<file path="src/tid_pkg.sv">
// shared constants and types for the trap and interrupt dispatch unit
package tid_pkg;
   localparam int          TID_DW          = 32;
   localparam int          TID_VEC_N       = 256;               // table entries
   localparam int          TID_VW          = 8;                 // vector number width
   localparam int          TID_TABLE_BYTES = 1024;              // whole table
   localparam int          TID_ENTRY_BYTES = TID_TABLE_BYTES / TID_VEC_N;
   localparam int          TID_ENTRY_SHIFT = 2;                 // log2 of entry bytes
   localparam int          TID_EXTRA_CYC   = 3;                 // overhead beyond memory access
   localparam int          TID_BANKS       = 16;                // register file banks
   localparam int          TID_BANK_W      = 4;
   localparam logic [1:0]  TID_OVH_LAST    = 2'h2;              // overhead counter end value
   // trap numbers of this unit; TID_VEC_HALT is defined but not used
   localparam logic [7:0]  TID_VEC_TRACE   = 8'h0F;
   localparam logic [7:0]  TID_VEC_PROT    = 8'h05;
   localparam logic [7:0]  TID_VEC_FPEMU   = 8'h20;
   localparam logic [7:0]  TID_VEC_HALT    = 8'h0E;
   localparam logic [TID_DW-1:0] TID_BASE_RST = 32'h0000_0000;

   typedef enum logic [4:0] {
      TID_IDLE  = 5'h01,
      TID_OVH   = 5'h02,
      TID_REQ   = 5'h04,
      TID_WAIT  = 5'h08,
      TID_GO    = 5'h10
   } tid_state_t;
endpackage

</file>
<file path="src/tid_fetch_if.sv">
// vector fetch carrier between dispatch core and fetch sequencer
`timescale 1ns/1ns
`default_nettype none
interface tid_fetch_if;
   import tid_pkg::*;
   logic              start;
   logic [TID_VW-1:0] vec;
   logic [TID_DW-1:0] base;
   logic              done;
   logic [TID_DW-1:0] handler;
   logic              busy;
   modport core (output start, vec, base, input done, handler, busy);
   modport seq  (input start, vec, base, output done, handler, busy);
endinterface
`default_nettype wire

</file>
<file path="src/tid_dispatch.sv">
// trap and interrupt dispatch unit with mode and bank protection
`timescale 1ns/1ns
`default_nettype none
module tid_dispatch
   import tid_pkg::*;
(
   input  wire logic               core_clk_in,     // core clock
   input  wire logic               rst_in,          // sync reset, high
   input  wire logic               base_we_in,      // write table base register
   input  wire logic [TID_DW-1:0]  base_wdata_in,   // new table base
   input  wire logic               mode_we_in,      // write mode (supervisor only)
   input  wire logic               mode_wdata_in,   // 1 = supervisor
   input  wire logic               trace_we_in,     // write trace enable
   input  wire logic               trace_wdata_in,  // trace enable value
   input  wire logic               bank_we_in,      // write bank protect mask
   input  wire logic [TID_BANKS-1:0] bank_wdata_in, // protect mask
   input  wire logic               irq_in,          // interrupt request, core domain
   input  wire logic [TID_VW-1:0]  irq_vec_in,      // interrupt number
   input  wire logic               instr_done_in,   // instruction retired
   input  wire logic               instr_fp_in,     // decoded floating-point op
   input  wire logic               instr_halt_in,   // stop-execution op
   input  wire logic               instr_swtrap_in, // software trap op
   input  wire logic [TID_VW-1:0]  swtrap_vec_in,   // software trap number
   input  wire logic               instr_multi_in,  // load, store or trap return
   input  wire logic               instr_iret_in,   // trap return
   input  wire logic               prot_acc_in,     // access to protected resource
   input  wire logic               rf_acc_in,       // register file access
   input  wire logic [TID_BANK_W-1:0] rf_bank_in,   // bank accessed
   output logic                    mem_req_out,     // vector fetch request
   output logic [TID_DW-1:0]       mem_addr_out,    // vector fetch address
   input  wire logic               mem_ack_in,      // vector fetch data valid
   input  wire logic [TID_DW-1:0]  mem_rdata_in,    // vector fetch data
   output logic                    stall_out,       // hold pipeline
   output logic                    redirect_out,    // jump to handler pulse
   output logic [TID_DW-1:0]       handler_out,     // handler address
   output logic                    supervisor_out,  // current mode
   output logic                    access_deny_out, // protected access blocked
   output logic                    halted_out,      // stopped by halt
   output logic                    single_cyc_out   // instruction may finish in one cycle
);
   tid_fetch_if fi ();

   logic [TID_DW-1:0]    base_reg;
   logic                 sup_reg;
   logic                 trace_reg;
   logic [TID_BANKS-1:0] bank_reg;
   logic                 halt_reg;
   logic                 pend_reg;
   logic [TID_VW-1:0]    pvec_reg;
   logic                 sup_save_reg;
   logic                 start_reg;
   logic [TID_VW-1:0]    svec_reg;
   logic                 redir_reg;
   logic [TID_DW-1:0]    hdl_reg;

   // lookup of a bank against the protect mask
   function automatic logic bank_guarded(input logic [TID_BANKS-1:0] mask,
                                         input logic [TID_BANK_W-1:0] bank);
      bank_guarded = mask[bank];
   endfunction

   wire logic user_mode  = !sup_reg;
   wire logic deny_prot  = user_mode && prot_acc_in;
   wire logic deny_bank  = user_mode && rf_acc_in
                           && bank_guarded(bank_reg, rf_bank_in);
   wire logic deny_any   = deny_prot || deny_bank;
   wire logic trace_hit  = trace_reg && instr_done_in;
   wire logic fp_hit     = instr_fp_in;
   wire logic sw_hit     = instr_swtrap_in;

   // fixed priority: protection, fp, software trap, interrupt, trace
   wire logic            trap_any = deny_any || fp_hit || sw_hit
                                    || irq_in || trace_hit;
   wire logic [TID_VW-1:0] trap_vec =
      deny_any  ? TID_VEC_PROT :
      fp_hit    ? TID_VEC_FPEMU :
      sw_hit    ? swtrap_vec_in :
      irq_in    ? irq_vec_in : TID_VEC_TRACE;
   wire logic can_start = !fi.busy && !start_reg && !pend_reg;
   wire logic mode_ok   = sup_reg;          // only supervisor changes protected state

   always_ff @(posedge core_clk_in) begin
      if (rst_in) begin
         base_reg  <= TID_BASE_RST;
         sup_reg   <= 1'b1;
         trace_reg <= 1'b0;
         bank_reg  <= '0;
      end else begin
         if (base_we_in && mode_ok) base_reg <= base_wdata_in;
         if (trace_we_in && mode_ok) trace_reg <= trace_wdata_in;
         if (bank_we_in && mode_ok) bank_reg <= bank_wdata_in;
         // traps enter supervisor; return restores the mode saved at entry
         if (start_reg) sup_reg <= 1'b1;
         else if (instr_iret_in) sup_reg <= sup_save_reg;
         else if (mode_we_in && mode_ok) sup_reg <= mode_wdata_in;
      end
   end

   // pending trap latch: only number and mode are kept, never written out
   always_ff @(posedge core_clk_in) begin
      if (rst_in) begin
         pend_reg     <= 1'b0;
         pvec_reg     <= '0;
         sup_save_reg <= 1'b1;
      end else begin
         if (trap_any && can_start) begin
            pend_reg     <= 1'b1;
            pvec_reg     <= trap_vec;
            sup_save_reg <= sup_reg;
         end else if (start_reg) begin
            pend_reg <= 1'b0;
         end
      end
   end

   always_ff @(posedge core_clk_in) begin
      if (rst_in) begin
         start_reg <= 1'b0;
         svec_reg  <= '0;
      end else begin
         start_reg <= pend_reg && !start_reg && !fi.busy;
         if (pend_reg) svec_reg <= pvec_reg;
      end
   end

   // halt holds until a trap is taken, which is how a debugger resumes
   always_ff @(posedge core_clk_in) begin
      if (rst_in) begin
         halt_reg <= 1'b0;
      end else if (instr_halt_in) begin
         // set wins over a trap start in the same cycle, so no halt is lost
         halt_reg <= 1'b1;
      end else if (start_reg) begin
         halt_reg <= 1'b0;
      end
   end

   always_ff @(posedge core_clk_in) begin
      if (rst_in) begin
         redir_reg <= 1'b0;
         hdl_reg   <= '0;
      end else begin
         redir_reg <= fi.done;
         if (fi.done) hdl_reg <= fi.handler;
      end
   end

   assign fi.start = start_reg;
   assign fi.vec   = svec_reg;
   assign fi.base  = base_reg;

   tid_fetch_seq u_seq (
      .core_clk_in  (core_clk_in),
      .rst_in       (rst_in),
      .fi           (fi),
      .mem_req_out  (mem_req_out),
      .mem_addr_out (mem_addr_out),
      .mem_ack_in   (mem_ack_in),
      .mem_rdata_in (mem_rdata_in)
   );

   assign stall_out       = pend_reg || start_reg || fi.busy || halt_reg;
   assign redirect_out    = redir_reg;
   assign handler_out     = hdl_reg;
   assign supervisor_out  = sup_reg;
   assign access_deny_out = deny_any;
   assign halted_out      = halt_reg;
   assign single_cyc_out  = !instr_multi_in && !instr_iret_in;
endmodule
`default_nettype wire

</file>
<file path="src/tid_fetch_seq.sv">
// vector fetch sequencer: overhead cycles then one memory read
`timescale 1ns/1ns
`default_nettype none
module tid_fetch_seq
   import tid_pkg::*;
(
   input  wire logic        core_clk_in,   // core clock
   input  wire logic        rst_in,        // sync reset, high
   tid_fetch_if.seq         fi,            // fetch request side
   output logic             mem_req_out,   // read request
   output logic [TID_DW-1:0] mem_addr_out, // read address
   input  wire logic        mem_ack_in,    // read data valid
   input  wire logic [TID_DW-1:0] mem_rdata_in // read data
);
   tid_state_t        state_reg, state_next;
   logic [1:0]        ovh_reg;
   logic [TID_DW-1:0] addr_reg;
   logic [TID_DW-1:0] hdl_reg;
   logic              done_reg;

   wire logic [TID_DW-1:0] entry_addr =
      fi.base + {{(TID_DW-TID_VW-TID_ENTRY_SHIFT){1'b0}}, fi.vec, 2'h0};

   always_comb begin
      state_next = state_reg;
      case (state_reg)
         TID_IDLE: if (fi.start) state_next = TID_OVH;
         TID_OVH:  if (ovh_reg == TID_OVH_LAST) state_next = TID_REQ;
         TID_REQ:  state_next = TID_WAIT;
         TID_WAIT: if (mem_ack_in) state_next = TID_GO;
         TID_GO:   state_next = TID_IDLE;
         default:  state_next = TID_IDLE;
      endcase
   end

   always_ff @(posedge core_clk_in) begin
      if (rst_in) begin
         state_reg <= TID_IDLE;
         ovh_reg   <= 2'h0;
         addr_reg  <= '0;
         hdl_reg   <= '0;
         done_reg  <= 1'b0;
      end else begin
         state_reg <= state_next;
         ovh_reg   <= (state_reg == TID_OVH) ? ovh_reg + 2'h1 : 2'h0;
         if (state_reg == TID_IDLE && fi.start) addr_reg <= entry_addr;
         if (state_reg == TID_WAIT && mem_ack_in) hdl_reg <= mem_rdata_in;
         done_reg  <= (state_reg == TID_WAIT) && mem_ack_in;
      end
   end

   assign mem_req_out  = (state_reg == TID_REQ) || (state_reg == TID_WAIT);
   assign mem_addr_out = addr_reg;
   assign fi.done      = done_reg;
   assign fi.handler   = hdl_reg;
   assign fi.busy      = (state_reg != TID_IDLE);
endmodule
`default_nettype wire

</file>
<file path="config.mk">
export PLATFORM = sky130hd
export DESIGN_NAME = tid_dispatch
export DESIGN_NICKNAME = d
export VERILOG_FILES = /design/src/tid_pkg.sv /design/src/tid_fetch_if.sv /design/src/tid_dispatch.sv /design/src/tid_fetch_seq.sv
export SDC_FILE = /design/constraint.sdc
export NUM_CORES = 1
export LEC_CHECK = 0
export BUFFER_PORTS_ARGS = -buffer_cell sky130_fd_sc_hd__buf_2
export CORE_MARGIN = 2
export CORE_UTILIZATION = 48
export CTS_CLUSTER_DIAMETER = 50
export DETAILED_ROUTE_END_ITERATION = 12
export PLACE_DENSITY = 0.78
export SLEW_MARGIN = 20
export SYNTH_ARGS = -nofsm -noshare
export SYNTH_HDL_FRONTEND = slang
export SYNTH_SLANG_ARGS = --single-unit
</file>
<file path="constraint.sdc">
create_clock -name core_clk_in -period 2.4 [get_ports core_clk_in]
set_input_delay 0.48 -clock core_clk_in [delete_from_list [all_inputs] [get_ports core_clk_in]]
set_output_delay 0.48 -clock core_clk_in [all_outputs]
set_load 0.005 [all_outputs]
</file>
==> key figures <==
Timing
  – Final Hold Fails: 0
  – Max_slew headroom: 0.548
  – Fin crit share: 1.03
  – Final Critical Period: ~2.5 ns
  – Hold Slack: approximately 0.27 ns
  – Clock skew: roughly 0.0089 ns
  – Fmax: 406 MHz
  – Worst-margin pin slew: ~0.68 ns
  – Setup TNS: -0.0654 ns
  – Final setup fails: 1
  – RSZ-0062 raised after global routing: yes
  – Setup WS post-layout: -0.0654 ns
  – Max Slew Vio Count: 0

Clock network
  – Cts bufs inserted: 17
  – CTS tree: yes
  – Number of clock sinks: around 180
  – Cts hold-fix bufs: 0
  – Worst-skew pair later-pin latency: about 0.43 ns
  – H-tree lvl count: 4
  – Root cell of the clock tree: clkbuf_16
  – CTS Buffer Depth: 2
  – Clock transition at the registers of the reported paths: roughly 0.070 ns

Cells and area
  – Nets: between 1000 and 1500
  – P&R area growth vs syn: 25.4%
  – # fillers: 1261
  – Layout cells sized above 1: 0.255
  – Non-Filler Cell Area, Final: between 9000 and 10000 sq um

Hold path
  – Worst Hold Class: input pin to flip-flop

Place
  – Post-Place Worst Slack: -0.0944 ns
  – Routability cong.: 0.815
  – Port Buffers: approximately 190
  – Placed Instance Area: between 8000 and 9000 sq um
  – DP Wirelength: between 10000 and 15000 um

Synth
  – Synth Area in Compound Gates: 0.172
  – Cell Area, Synth: ~7200 sq um
  – Largest family of logic cells by synthesized area: simple AND/OR/NAND/NOR gates
  – Top FF cell, synth: dfxtp_1
  – Avg Cell Area, Syn: ~8.5 sq um
  – Proportion of synthesized area in mux cells: 0.0677
  – Syn Nets: between 900 and 1000
  – Seq cells post-synth: 175
  – Seq/Total Area, Yosys: 0.488
  – Simple logic cell fraction of the synthesized area: 0.185
  – Synth async-reset ratio: 0
  – Synth cell types: 57
  – YS warnings: 0
  – EDFF count, synth: 0
  – Gate Count Post-Synth: between 800 and 900
  – Synth Area in XOR/XNOR: 0.0281
  – Synth Area in Adders: 0.0185

Die
  – Core area: 14600 sq um
  – Die Y: ~130 um
  – Ports: about 190
  – Rows: 44
  – Die W: about 130 um
  – Initial core utilization: 0.492
  – Die ar.: around 16000 sq um

Worst setup path
  – CP Buf/Inv Count: 1
  – Slowest cell on crit path: or3_4
  – Worst EP required: roughly 1.9 ns
  – Worst Setup End Kind: primary output
  – CP delay by family, top: simple AND/OR/NAND/NOR gates
  – Setup CP Type: flip-flop to primary output
  – Worst path max stage delay: about 0.4 ns
  – Crit-path cells: or3_4 -> or3_4 -> or3_1 -> buf_2
  – Critical path data arrival time: 1.99 ns
  – Crit start category: flip-flop
  – Crit-path most repeated cell: or3_4
  – Peak fanout along the critical path: 4

Global route
  – Initial antenna violation count: 0
  – Congestion Overflow GR: 0
  – Vias in the first global route: between 6000 and 7000
  – GRT Overall Usage: 0.227
  – First-pass GRT wire length: about 29000 um
  – Largest net degree at the start of global routing: between 80 and 90

Power
  – Power Density: approximately 800 nW/um^2
  – P_leak: around 3.6 nW
  – Max rail drop VDD: 0.531 mV

Flow run
  – Maxcap violations: 0

Drt
  – DRC Markers: 0
  – Final wirelength: about 18000 um
  – Via count: about 6500
  – Post-DRT Antenna Nets: 0
  – DR WL/cell: 14.9 um
  – DR iter-0 viols: 419
  – DRT Pass-1 Iters: 5
  – Vias per cell: between 5 and 6

Status
  – Failing checks: setup timing
  – Outcome: finished with violations
-- cell usage in the layout, fill, tap and decap left out, types with 3 or more instances in the layout --
cell,synthesis,layout
a211oi_1,16,13
a211oi_2,0,3
a21boi_0,5,5
a21oi_1,116,114
a221oi_1,4,4
a22oi_1,3,3
a31oi_1,3,3
and2_1,3,3
and4_1,5,5
buf_2,2,187
buf_4,0,22
clkbuf_16,0,17
clkbuf_8,0,3
dfxtp_1,175,172
ha_1,9,9
inv_1,20,20
inv_6,0,6
mux2i_1,44,44
nand2_1,192,192
nand2b_1,7,7
nand3_1,13,13
nand4_1,4,4
nor2_1,64,64
nor2b_1,5,5
nor3_1,7,6
o21a_1,3,3
o21ai_0,28,26
o21ai_1,2,3
o31ai_1,4,4
or3_1,4,3
or3_4,2,3
xnor2_1,22,22
-- worst reg2reg max path: stages (launching register included) --
cell and delay [ns]:
dfxtp_4 0.35, or3_4 0.38, or3_4 0.40, buf_4 0.17
a211o_1 0.28, a31o_4 0.28, a221oi_1 0.32
-- layer usage --
metal / global-route usage / up-vias / share of wire
met5: 0 / - / 0
met3: 0.0552 / 23 / 0.056
met1: 0.299 / 3013 / 0.45
met2: 0.372 / 191 / 0.48
li1: - / 3248 / -
met4: 0.0692 / 0 / 0.016
-- cell usage after synthesis (3+ instances only) --
cell type,n,area share
a211oi_1,16,0.017
a21boi_0,5,0.0052
a21oi_1,116,0.081
a221oi_1,4,0.0049
a22oi_1,3,0.0031
a31oi_1,3,0.0026
and2_1,3,0.0026
and4_1,5,0.0061
buf_1,4,0.0021
clkbuf_1,46,0.024
dfxtp_1,175,0.49
ha_1,9,0.016
inv_1,20,0.010
mux2i_1,44,0.061
nand2_1,192,0.10
nand2b_1,7,0.0061
nand3_1,13,0.0091
nand4_1,4,0.0035
nor2_1,64,0.033
nor2b_1,5,0.0044
nor3_1,7,0.0049
o21a_1,3,0.0031
o21ai_0,28,0.020
o31ai_1,4,0.0042
or3_1,4,0.0035
xnor2_1,22,0.027
-- power breakdown --
part           switching, mW  internal [mW]  total [mW]  leakage, nW
sequential             0.220           3.15        3.37         1.42
clock                   1.18           1.64        2.82        0.295
combinational          0.652          0.527        1.18         1.91
-- worst paths after layout --
path | from | endpoint | slack [ns] | cells past startpoint
worst min-delay path | instr_halt_in | halted_out | 0.27 | 3
worst min register to register | u_seq.ovh_reg[0] | u_seq.ovh_reg[0] | 0.41 | 1
worst max register to register | u_seq.state_reg[2] | pvec_reg[2] | 0.13 | 6
worst max-delay path | u_seq.state_reg[2] | stall_out | -0.07 | 4
-- repair_timing --
action | CTS | global route
endpoints found under the setup margin | 7 | 10
gates resized for setup | 3 | 11
pin swaps | 2 | 1
endpoints found under the hold margin | 0 | 0
setup buffers | 2 | 1
-- metrics by stage --
stage	total power, mW	cells	util
finish	7.37	1223	0.617
global route	7.72	1222	0.617
CTS	7.42	1221	0.614
detailed placement	4.57	1187	0.570
global placement	4.55	1187	0.570
floorplan	4.13	848	-
-- cell type report --
cell class	instances	area, sq um	area share
flip-flops and latches	175	3510	0.390
multi-input cells	599	3430	0.381
repair buffers	211	1140	0.127
clock buffers	20	467	0.0518
well taps	184	230	0.0256
clock inverters	12	145	0.0161
inverters	21	78.8	0.00876
diodes	1	2.50	0.000278
-- kinds of logic (layout without fill, tap and decap cells) --
| logic type | count (synthesis) | count (layout) |
|---|---|---|
| flops | 175 | 175 |
| xor+xnor | 23 | 23 |
| mux | 46 | 46 |
| simple gates | 314 | 314 |
| compound gates | 206 | 206 |
| buf+inv | 74 | 264 |
| fa+ha+maj | 10 | 10 |
| other cells | 0 | 1 |
No activity file was read; power rests on OpenSTA's default activity.
